$ cat src/logic/msac_regs.svh
// Register offsets, field positions, reset values and timing counts.
`ifndef MSAC_REGS_SVH
`define MSAC_REGS_SVH

`define MSAC_CLK_PERIOD_NS 100
`define MSAC_STEP_CLOCKS 8
`define MSAC_RESULT_BITS 8
`define MSAC_CONV_CLOCKS (`MSAC_STEP_CLOCKS * `MSAC_RESULT_BITS)
`define MSAC_LAST_PHASE 3'h7
`define MSAC_FIRST_PHASE 3'h0
`define MSAC_TOP_BIT 3'h7
`define MSAC_LOW_BIT 3'h0
`define MSAC_TRIAL_TOP 8'h80
`define MSAC_CHAN_COUNT 16

`define MSAC_OFF_CONTROL 4'h0
`define MSAC_OFF_STATUS 4'h4
`define MSAC_OFF_RESULT 4'h8

`define MSAC_CTRL_START_BIT 0
`define MSAC_CTRL_GATE_BIT 1
`define MSAC_CTRL_RESET 2'h2
`define MSAC_ST_EOC_BIT 0
`define MSAC_ST_BUSY_BIT 1
`define MSAC_ST_CHAN_LSB 2
`define MSAC_ST_CHAN_MSB 5
`define MSAC_RESULT_RESET 8'h00

`endif

$ cat src/logic/msac_pkg.sv
// Types shared by the converter control block and its parts.
`default_nettype none
package msac_pkg;

  // Classic Wishbone request from the master.
  typedef struct packed {
    logic cyc;
    logic stb;
    logic we;
    logic [3:0] adr;
    logic [3:0] sel;
    logic [31:0] dat;
  } msac_wb_req_s;

  // Classic Wishbone answer from this slave.
  typedef struct packed {
    logic ack;
    logic [31:0] dat;
  } msac_wb_rsp_s;

  // Sequencer states of the approximation control.
  typedef enum logic [1:0] {
    MSAC_IDLE,
    MSAC_CLEAR,
    MSAC_WAIT,
    MSAC_CONV
  } msac_state_e;

endpackage

`default_nettype wire

$ cat src/logic/msac_ctrl.sv
// Control of a 16-input multiplexed 8-bit successive approximation converter.
//
// Overview of operation
// - Latch the 4-bit channel select on the rising edge of the latch strobe.
// - With the gate pin high and the software gate bit set, close the switch whose index equals the select.
// - With the gate low, open every channel switch whatever the select.
// - Start rising edge clears conversion registers; they stay clear while high.
// - After start falls, wait for next cycle boundary, drop end flag, convert.
// - Eight clocks per step, eight steps, sixty-four clocks per conversion.
// - Each step presents a ladder tap, compares, updates the bit-trial register.
// - When all steps end, copy the bit-trial register into the output register.
// - Raise the end flag again once the result sits in the output register.
// - Drive result pins only while output enable is high, else float.
// - Old result stays readable until one clock before the next completion.
`timescale 1ns/1ns
`default_nettype none
`include "msac_regs.svh"

module msac_ctrl (
  input wire logic clk_i,
  input wire logic rst_i,
  input wire msac_pkg::msac_wb_req_s wb_req_i,
  output msac_pkg::msac_wb_rsp_s wb_rsp_o,
  input wire logic [3:0] chan_addr_i,
  input wire logic addr_latch_i,
  input wire logic start_i,
  input wire logic channel_gate_i,
  input wire logic out_enable_i,
  input wire logic comp_i,
  output logic [15:0] switch_o,
  output logic [7:0] tap_o,
  output logic eoc_o,
  output logic [7:0] data_o,
  output logic data_oe_o
);
  import msac_pkg::*;

  // Sequencer and approximation state.
  msac_state_e state_reg;
  logic [2:0] phase_reg;
  logic [2:0] bit_reg;
  logic [7:0] bit_trial_register;
  logic [7:0] trial_next;
  logic [7:0] result_reg;
  logic eoc_reg;
  logic data_oe_reg;

  // Software side.
  logic [1:0] ctrl_reg;
  logic ack_reg;
  logic [31:0] rdata_reg;
  logic [31:0] rdata_next;
  logic wb_req;
  logic wr_ctrl;

  // Combined control levels and edges.
  logic start_level;
  logic start_rise;
  logic latch_rise;
  logic gate_level;
  logic [3:0] chan_latched;
  logic step_end;
  logic last_step;

  // Software may start a conversion as well as the start pin; the two are
  // simply ORed, so either one held high keeps the registers cleared.
  assign start_level = start_i | ctrl_reg[`MSAC_CTRL_START_BIT];

  // Software may force the multiplexer off, never on, when the pin is low.
  assign gate_level = channel_gate_i & ctrl_reg[`MSAC_CTRL_GATE_BIT];

  // Edge detectors for the start level and the address latch strobe.
  msac_edge u_start_edge (
    .clk_i(clk_i),
    .rst_i(rst_i),
    .level_i(start_level),
    .rise_o(start_rise)
  );

  msac_edge u_latch_edge (
    .clk_i(clk_i),
    .rst_i(rst_i),
    .level_i(addr_latch_i),
    .rise_o(latch_rise)
  );

  // Channel select register and analog switch drive.
  msac_chan_sel u_chan_sel (
    .clk_i(clk_i),
    .rst_i(rst_i),
    .load_i(latch_rise),
    .addr_i(chan_addr_i),
    .gate_i(gate_level),
    .chan_o(chan_latched),
    .switch_o(switch_o)
  );

  // Free-running step phase. The approximation cycle keeps running even when
  // idle, which is why a new conversion waits for the next boundary.
  always_ff @(posedge clk_i) begin
    if (rst_i) begin
      phase_reg <= `MSAC_FIRST_PHASE;
    end else begin
      phase_reg <= phase_reg + 3'h1;
    end
  end

  assign step_end = (phase_reg == `MSAC_LAST_PHASE);
  assign last_step = (bit_reg == `MSAC_LOW_BIT);

  // Outcome of the current step: a comparator high means the tap lies above
  // the input, so the trial bit is dropped; the next lower bit is then tried.
  always_comb begin
    trial_next = bit_trial_register;
    if (comp_i) begin
      trial_next[bit_reg] = 1'b0;
    end
    if (!last_step) begin
      trial_next[bit_reg - 3'h1] = 1'b1;
    end
  end

  // Conversion sequencer. A start edge wins over every other state, so a
  // restart in the middle of a conversion abandons it cleanly.
  always_ff @(posedge clk_i) begin
    if (rst_i) begin
      state_reg <= MSAC_IDLE;
    end else if (start_rise) begin
      state_reg <= MSAC_CLEAR;
    end else begin
      unique case (state_reg)
        MSAC_IDLE: begin
          state_reg <= MSAC_IDLE;
        end
        MSAC_CLEAR: begin
          if (!start_level) begin
            state_reg <= MSAC_WAIT;
          end
        end
        MSAC_WAIT: begin
          if (step_end) begin
            state_reg <= MSAC_CONV;
          end
        end
        MSAC_CONV: begin
          if (step_end && last_step) begin
            state_reg <= MSAC_IDLE;
          end
        end
      endcase
    end
  end

  // Bit-trial register and bit index. Held clear while start is high.
  always_ff @(posedge clk_i) begin
    if (rst_i) begin
      bit_trial_register <= 8'h00;
      bit_reg <= `MSAC_TOP_BIT;
    end else if (start_rise || state_reg == MSAC_CLEAR) begin
      bit_trial_register <= 8'h00;
      bit_reg <= `MSAC_TOP_BIT;
    end else if (state_reg == MSAC_WAIT && step_end) begin
      bit_trial_register <= `MSAC_TRIAL_TOP;
      bit_reg <= `MSAC_TOP_BIT;
    end else if (state_reg == MSAC_CONV && step_end) begin
      bit_trial_register <= trial_next;
      if (!last_step) begin
        bit_reg <= bit_reg - 3'h1;
      end
    end
  end

  // Output register. It only changes in the final clock of a conversion,
  // so the previous answer stays valid until then.
  always_ff @(posedge clk_i) begin
    if (rst_i) begin
      result_reg <= `MSAC_RESULT_RESET;
    end else if (!start_rise && state_reg == MSAC_CONV && step_end
      && last_step) begin
      // A restart in the final clock abandons the run, so nothing is stored.
      result_reg <= trial_next;
    end
  end

  // End-of-conversion flag: low from the first step, high the clock after
  // the result has been stored. A restart keeps it as is until the next
  // cycle boundary actually begins converting.
  always_ff @(posedge clk_i) begin
    if (rst_i) begin
      eoc_reg <= 1'b1;
    end else if (start_rise) begin
      eoc_reg <= eoc_reg;
    end else if (state_reg == MSAC_WAIT && step_end) begin
      eoc_reg <= 1'b0;
    end else if (state_reg == MSAC_IDLE && !eoc_reg) begin
      eoc_reg <= 1'b1;
    end
  end

  // Output pin enable follows the enable input one clock later; the data
  // lines always carry the output register and float by the enable alone.
  always_ff @(posedge clk_i) begin
    if (rst_i) begin
      data_oe_reg <= 1'b0;
    end else begin
      data_oe_reg <= out_enable_i;
    end
  end

  // The ladder tap follows the bit-trial register directly.
  assign tap_o = bit_trial_register;
  assign eoc_o = eoc_reg;
  assign data_o = result_reg;
  assign data_oe_o = data_oe_reg;

  // Wishbone slave: a request is answered one clock after it is seen and the
  // acknowledge is dropped in the following clock, so each access takes two
  // clocks and a request still held after its acknowledge is answered again.
  assign wb_req = wb_req_i.cyc & wb_req_i.stb & ~ack_reg;
  assign wr_ctrl = wb_req & wb_req_i.we & wb_req_i.sel[0]
    & (wb_req_i.adr == `MSAC_OFF_CONTROL);

  // Control register write; only the low byte lane carries fields.
  always_ff @(posedge clk_i) begin
    if (rst_i) begin
      ctrl_reg <= `MSAC_CTRL_RESET;
    end else if (wr_ctrl) begin
      ctrl_reg <= wb_req_i.dat[1:0];
    end
  end

  // Read data mux; unmapped offsets read zero and are still acknowledged.
  always_comb begin
    rdata_next = 32'h0000_0000;
    unique case (wb_req_i.adr)
      `MSAC_OFF_CONTROL: begin
        rdata_next[1:0] = ctrl_reg;
      end
      `MSAC_OFF_STATUS: begin
        rdata_next[`MSAC_ST_EOC_BIT] = eoc_reg;
        rdata_next[`MSAC_ST_BUSY_BIT] = (state_reg != MSAC_IDLE);
        rdata_next[`MSAC_ST_CHAN_MSB:`MSAC_ST_CHAN_LSB] = chan_latched;
      end
      `MSAC_OFF_RESULT: begin
        rdata_next[7:0] = result_reg;
      end
      default: begin
        rdata_next = 32'h0000_0000;
      end
    endcase
  end

  // Acknowledge and read data registers.
  always_ff @(posedge clk_i) begin
    if (rst_i) begin
      ack_reg <= 1'b0;
      rdata_reg <= 32'h0000_0000;
    end else begin
      ack_reg <= wb_req;
      if (wb_req) begin
        rdata_reg <= rdata_next;
      end
    end
  end

  assign wb_rsp_o.ack = ack_reg;
  assign wb_rsp_o.dat = rdata_reg;

endmodule

`default_nettype wire

$ cat src/logic/msac_edge.sv
// Rising edge detector for a synchronous input strobe.
`timescale 1ns/1ns
`default_nettype none

module msac_edge (
  input wire logic clk_i,
  input wire logic rst_i,
  input wire logic level_i,
  output logic rise_o
);

  logic prev_reg;

  // Previous level, cleared at reset so a strobe already high counts once.
  always_ff @(posedge clk_i) begin
    if (rst_i) begin
      prev_reg <= 1'b0;
    end else begin
      prev_reg <= level_i;
    end
  end

  // A pulse in the cycle where the level is first seen high.
  assign rise_o = level_i & ~prev_reg;

endmodule

`default_nettype wire

$ cat src/logic/msac_chan_sel.sv
// Channel select register and switch decoder of the input multiplexer.
`timescale 1ns/1ns
`default_nettype none

module msac_chan_sel (
  input wire logic clk_i,
  input wire logic rst_i,
  input wire logic load_i,
  input wire logic [3:0] addr_i,
  input wire logic gate_i,
  output logic [3:0] chan_o,
  output logic [15:0] switch_o
);

  logic [3:0] chan_reg;
  logic [15:0] switch_reg;

  // The select value is captured only on the latch strobe edge.
  always_ff @(posedge clk_i) begin
    if (rst_i) begin
      chan_reg <= 4'h0;
    end else if (load_i) begin
      chan_reg <= addr_i;
    end
  end

  // One switch closed per latched index; all open while gated off.
  always_ff @(posedge clk_i) begin
    if (rst_i) begin
      switch_reg <= 16'h0000;
    end else if (gate_i) begin
      switch_reg <= 16'h0001 << chan_reg;
    end else begin
      switch_reg <= 16'h0000;
    end
  end

  assign chan_o = chan_reg;
  assign switch_o = switch_reg;

endmodule

`default_nettype wire

$ cat config.mk
export PLATFORM = sky130hd
export DESIGN_NAME = msac_ctrl
export DESIGN_NICKNAME = d
export VERILOG_FILES = /design/src/logic/msac_pkg.sv /design/src/logic/msac_ctrl.sv /design/src/logic/msac_edge.sv /design/src/logic/msac_chan_sel.sv
export VERILOG_INCLUDE_DIRS = /design/src /design/src/logic
export SDC_FILE = /design/constraint.sdc
export NUM_CORES = 1
export LEC_CHECK = 0
export ABC_AREA = 1
export BUFFER_PORTS_ARGS = -buffer_cell sky130_fd_sc_hd__buf_4
export CORE_MARGIN = 2
export CORE_UTILIZATION = 43
export DETAILED_ROUTE_END_ITERATION = 10
export PLACE_DENSITY = 0.78
export SETUP_SLACK_MARGIN = 0.2
export SKIP_LAST_GASP = 1
export SLEW_MARGIN = 15
export SYNTH_ARGS = -nofsm -noshare
export SYNTH_HDL_FRONTEND = slang
export SYNTH_HIERARCHICAL = 1
export SYNTH_SLANG_ARGS = --single-unit
$ cat constraint.sdc
create_clock -name clk_i -period 1.45 [get_ports clk_i]
set_input_delay 0.0725 -clock clk_i [delete_from_list [all_inputs] [get_ports clk_i]]
set_output_delay 0.0725 -clock clk_i [all_outputs]
set_load 0.02 [all_outputs]
## After elaboration in Yosys (flattened, before gate mapping)

Index checks and enable logic that the tools add are counted.

| storage, ports and cells | value |
|---|---|
| bits in registers | 59 |
| output and inout bits | 67 |
| logic and storage cells | 97 |

| cells by class | value |
|---|---|
| add/sub/neg operators | 2 |
| $lt $le $gt $ge | 4 |
| equal/unequal tests | 12 |
| shift-type cells | 1 |
| muxes and demuxes | 18 |
| bitwise operators | 18 |
| reduce and logical (&&, ||, !) cells | 26 |

Operators with widths:

| operator | count |
|---|---|
| $mux 8 | 4 |
| $shl 1x4->16 const A | 1 |
| $logic_and 1x1->1 | 9 |
| $ne 3x3->1 const B | 3 |
| $and 1x1->1 | 8 |
| $and 8x8->8 | 1 |
| $lt 3x4->1 const B | 2 |
| $mux 2 | 4 |
| $not 8->8 | 1 |
| $or 8x8->8 | 1 |
| $pmux 2 s4 | 1 |
| $pmux 4 s2 | 1 |
| $demux 1 s3 | 2 |
| $ge 3x1->1 const B | 2 |
| $ne 2x2->1 const B | 3 |
| $not 1->1 | 6 |
| $pmux 2 s3 | 1 |
| $reduce_and 3->1 | 2 |
| $reduce_bool 2->1 | 3 |
| $reduce_or 2->1 | 3 |
| $mux 1 | 5 |
| $eq 2x2->1 const B | 2 |
| $eq 4x3->1 const B | 1 |
| $eq 4x4->1 const B | 1 |
| 12 further kinds | 14 |

## Depth between registers and ports, before layout

| logic depth | value |
|---|---|
| word-level depth | 11 |
| depth in mapped cells | 10 |
| mapped depth without buffers | 10 |

## Cells and area by module

Netlist, hierarchy kept.

Modules (own cells, without submodules):

| module | times used | cells an instance | area an instance (sq um) | seq. area each (sq um) |
|---|---|---|---|---|
| msac_ctrl | 1 | 325 | 2,125.8 | 740.7 |
| msac_chan_sel | 1 | 64 | 608.1 | 400.4 |
| msac_edge | 2 | 4 | 31.3 | 20.0 |

## Least setup slack after synthesis

OpenSTA, ideal clock, no wires.

| timing | value |
|---|---|
| kind | register to register |
| start | register phase_reg[0] |
| end | register result_reg[4] (netlist: data_o[4]) |
| arrival time | 1.395 ns |
| data required time | 1.341 ns |
| slack | -0.054 ns |
| cell stages (with the launch flop) | 9 |
| path buffers | 1 |
| cells stage by stage | dfxtp_1 -> ha_1 -> ha_1 -> nand2_4 -> nor3_4 -> buf_6 -> nand3_1 -> nand2_1 -> inv_1 |

| on the way | value |
|---|---|
| cells in the longest elaborated chain, start to end | 3 |

RTL lines:

| item | RTL line | source |
|---|---|---|
| from (decl) | msac_ctrl.sv:40 | `logic [2:0] phase_reg;` |
| from (signal assigned) | msac_ctrl.sv:102 | `` phase_reg <= `MSAC_FIRST_PHASE; `` |
| from (signal assigned) | msac_ctrl.sv:104 | `phase_reg <= phase_reg + 3'h1;` |
| $eq 3x3->1 (no source line) | -- |  |
| $logic_and 1x1->1 | msac_ctrl.sv:178 | `end else if (!start_rise && state_reg == MSAC_CONV && step_end` |
| $logic_and 1x1->1 | msac_ctrl.sv:179 | `&& last_step) begin` |
| to (signal assigned) | msac_ctrl.sv:177 | `` result_reg <= `MSAC_RESULT_RESET; `` |
| to (signal assigned) | msac_ctrl.sv:181 | `result_reg <= trial_next;` |
| to (decl) | msac_ctrl.sv:44 | `logic [7:0] result_reg;` |

Every way passes these cells.
A chain may end at the register's enable or synchronous reset.

## Final worst setup path

| timing | value |
|---|---|
| start | register bit_reg[0] |
| end | register bit_trial_register[5] (netlist: tap_o[5]) |

| on the way | value |
|---|---|
| cells in the longest elaborated chain, start to end | 9 |

RTL lines:

| item | RTL line | source |
|---|---|---|
| from (decl) | msac_ctrl.sv:41 | `logic [2:0] bit_reg;` |
| from (signal assigned) | msac_ctrl.sv:158 | `` bit_reg <= `MSAC_TOP_BIT; `` |
| from (signal assigned) | msac_ctrl.sv:161 | `` bit_reg <= `MSAC_TOP_BIT; `` |
| from (signal assigned) | msac_ctrl.sv:164 | `` bit_reg <= `MSAC_TOP_BIT; `` |
| parallel branches: the longest is 8 deep, another holds $lt 3x4->1 | -- |  |
| $mux 8 * | msac_ctrl.sv:118 | `if (!last_step) begin` |
| to (signal assigned) | msac_ctrl.sv:163 | `` bit_trial_register <= `MSAC_TRIAL_TOP; `` |
| to (signal assigned) | msac_ctrl.sv:166 | `bit_trial_register <= trial_next;` |
| to (decl) | msac_ctrl.sv:42 | `logic [7:0] bit_trial_register;` |

Mark *: on every way between the ends.

==> impl_metrics.toml <==
[run_status]
outcome = "finished, violations left"
violations = "negative setup slack"

[layout]
antenna_cells = 0
num-nets-final = 565
stdcell_area_sq_um = 4150
drive_gt1_share_pct = 36.6
utilization_pct = 65.8
largest_register_ffs = 16
area_growth_pct = 48.5

[critical_path]
critPathKind = "register to register"
r2r_cells = 10
worstPathRequired_ns = 1.69
r2r_slack_ns = -0.006
critPathMaxStageDelay_ns = 0.37
path_max_fanout = 4
cp-startpoint = "bit_reg[0]$_SDFFE_PP1P_"
cp_cell_sequence = "inv_6, ha_4, inv_4, nand2_2, nand2_2, nor2_2, a21oi_2, nand2_1, nand2_1, inv_1"
cp_slowest_cell = "dfxtp_4"
cp-start-kind = "register"
cp-end-kind = "register"
r2r_end = "tap_o[5]$_SDFFE_PP0P_"
cp.arrival_ns = 1.70
path_buf_inv = 3
critPathTopFamily = "simple AND/OR/NAND/NOR gates"
r2r-start = "bit_reg[0]$_SDFFE_PP1P_"

[power]
swShare_pct = 27.3
clockPowerShare_pct = 43.2
p_total_uw = 3930
p_leak_uw = 0.00202
switchingPower_uw = 1070
p_comb_share_pct = 13.5
power-per-cell-area_nw_per_um2 = 946
intPower_uw = 2860
power_frac_seq_pct = 43.4
irDropWorstVdd_mv = 0.637

[logic_synthesis]
async_flop_share_pct = 0
syn-cell-area_sq_um = 2800
synth_area_leaders = "dfxtp_1, nand2_1, nor2_1, inv_1, buf_4"
synth-seq-cells = 59
synth-adder-area-share_pct = 3.58
synth-main-ff-cell = "dfxtp_1"
yosysTopAreaCellShare_pct = 42.2
synth-edff-count = 0
synth_cells = 397
yosysWarnings = 6
yosys.area_share.simple_pct = 30.9
syn_avg_cell_area_sq_um = 7.04
muxShareOfSynthArea_pct = 0
synth_xor_area_share_pct = 0
synthTopCellsByCount = "nand2_1, nor2_1, inv_1, dfxtp_1, nand3_1"
synth_top_family_by_area = "simple AND/OR/NAND/NOR gates"
synth.distinct_cells = 26
synthMostInstantiatedCell = "nand2_1"
yosysTopAreaCell = "dfxtp_1"
synth_compound_area_share_pct = 7.02
yosysSeqAreaShare_pct = 42.2

[die]
initial_core_util_pct = 44.3
core_area_sq_um = 6310
num_io_pins = 121
die_w_um = 84.6
die_area_sq_um = 7160
die_h_um = 84.6
rows = 29

[routing]
dr.first_iter.drc_count = 287
drtAntennaViolNets = 0
wl_per_cell_um = 13.9
drc = 0
vias = 2946
drtPass1Iterations = 5
drt-vias-per-instance = 5.04
wl_um = 8110

[sta]
finalCriticalPeriod_ns = 1.46
setup_viol = 1
tns_ns = -0.00641
hold_slack_ns = 0.0151
finClkSkew_ns = 0.00730
drv_slew = 0
hold_viol_final = 0
fmax_mhz = 687
min_period_over_period_pct = 100
fin_ws_ns = -0.00641
rsz0062_at_grt = "true"

[clock_network]
clock_sinks = 59
cts.reportedPaths.clkPinSlew_ns = 0.07
h-tree-depth = 3
clk-insertion-delay-late_ns = 0.35
cts_tree = "built"
clock_path_buffers = 2
cts_buffers = 9
cts_root_buf = "clkbuf_8"

[grt]
globalRouteOverflowTotal = 0
grt_max_degree = 22
grt_antenna_before_repair = 0
grt_first_pass_wirelength_um = 11500
grt_pass1_vias = 2608
grt_usage_pct = 19.9

[min_path]
hold_depth = 3
holdPathEnd = "ctrl_reg[1]$_SDFFE_PP1P_"
holdCritStartpoint = "wb_req_i[1]"
hold_class = "input port to register"

[placement]
gp_congestion = 0.955
port_buffers = 63
placed_area_sq_um = 3380
hpwlAfterDp_um = 4890

[run]
maxCapViolations = 0
==> worst max-delay path by stage <==
stage / endpoint / depth (start not counted)
after global placement: bit_reg[0]$_SDFFE_PP1P_ / 8
after CTS: data_o[1]$_SDFFE_PP0P_ / 9
after detailed placement: bit_reg[1]$_SDFFE_PP1P_ / 8
final: tap_o[5]$_SDFFE_PP0P_ / 10
after floorplan: data_o[4]$_SDFFE_PP0P_ / 8
after global routing: tap_o[5]$_SDFFE_PP0P_ / 10
==> through the flow <==
stage / setup WS [ns] / std cells
2_1_floorplan: 0.112 / 420
3_3_place_gp: 0.0284 / 539
3_5_place_dp: -0.0166 / 539
4_1_cts: 0.0732 / 574
5_1_grt: -0.0379 / 585
6_report: -0.00641 / 585
==> kinds of logic (layout without fill, tap and decap cells) <==
| family | count (synthesis) | count (layout) |
|---|---|---|
| adders and majority gates | 8 | 8 |
| AOI/OAI and AO/OA | 38 | 38 |
| other | 1 | 24 |
| and+or+nand+nor | 200 | 201 |
| DFF | 59 | 59 |
| buffers and inverters | 91 | 178 |
==> power groups by stage <==
stage          clock network [uW]  logic [uW]  registers [uW]
6_report                     1700         529            1700
5_1_grt                      1780         578            1710
4_1_cts                      1710         462            1700
3_5_place_dp                    0         401            1740
3_3_place_gp                    0         383            1740
2_1_floorplan                   0         307            1750
==> metal layers <==
metal	track usage, %	share of wire (%)	vias up
li1	-	-	1395
met1	22.8	37	1364
met2	35.9	52	148
met3	3.05	6.6	39
met4	9.96	5.0	0
met5	0	0	-
==> worst min-delay path, stage by stage <==
cell and delay, ns:
buf_4 0.08, nand4_1 0.08, nand3_1 0.10
==> cell type report <==
type	count	area (sq um)
Clock buffer	9	124
Clock inverter	7	100
Fill cell	488	2160
Inverter	62	248
Multi-Input combinational cell	271	1540
Sequential cell	59	1190
Tap cell	77	96.3
Timing Repair Buffer	100	850
==> cell usage in the layout, fill, tap and decap left out, drive strengths merged <==
| master | n |
|---|---|
| buf | 89 |
| clkbuf | 10 |
| nand4 | 2 |
| nor2 | 79 |
| nand2 | 81 |
| o31ai | 1 |
| conb | 24 |
| inv | 63 |
| dfxtp | 59 |
| bufinv | 2 |
| or2 | 1 |
| o21ai | 12 |
| clkinv | 4 |
| ha | 8 |
| nand3 | 34 |
| a21oi | 25 |
| nor3 | 2 |
| dlygate4sd3 | 10 |
| nand3b | 2 |
==> what timing repair did <==
action                                  in CTS  in global routing
endpoints found under the setup margin      25                 29
hold endpoints to repair                     8                  0
pin swaps                                   10                 20
hold buffers                                10                  0
setup buffers                                8                 10
resized for setup                           40                 48
cloned                                       1                  1
Note: power is estimated with default switching activity, not from simulation.
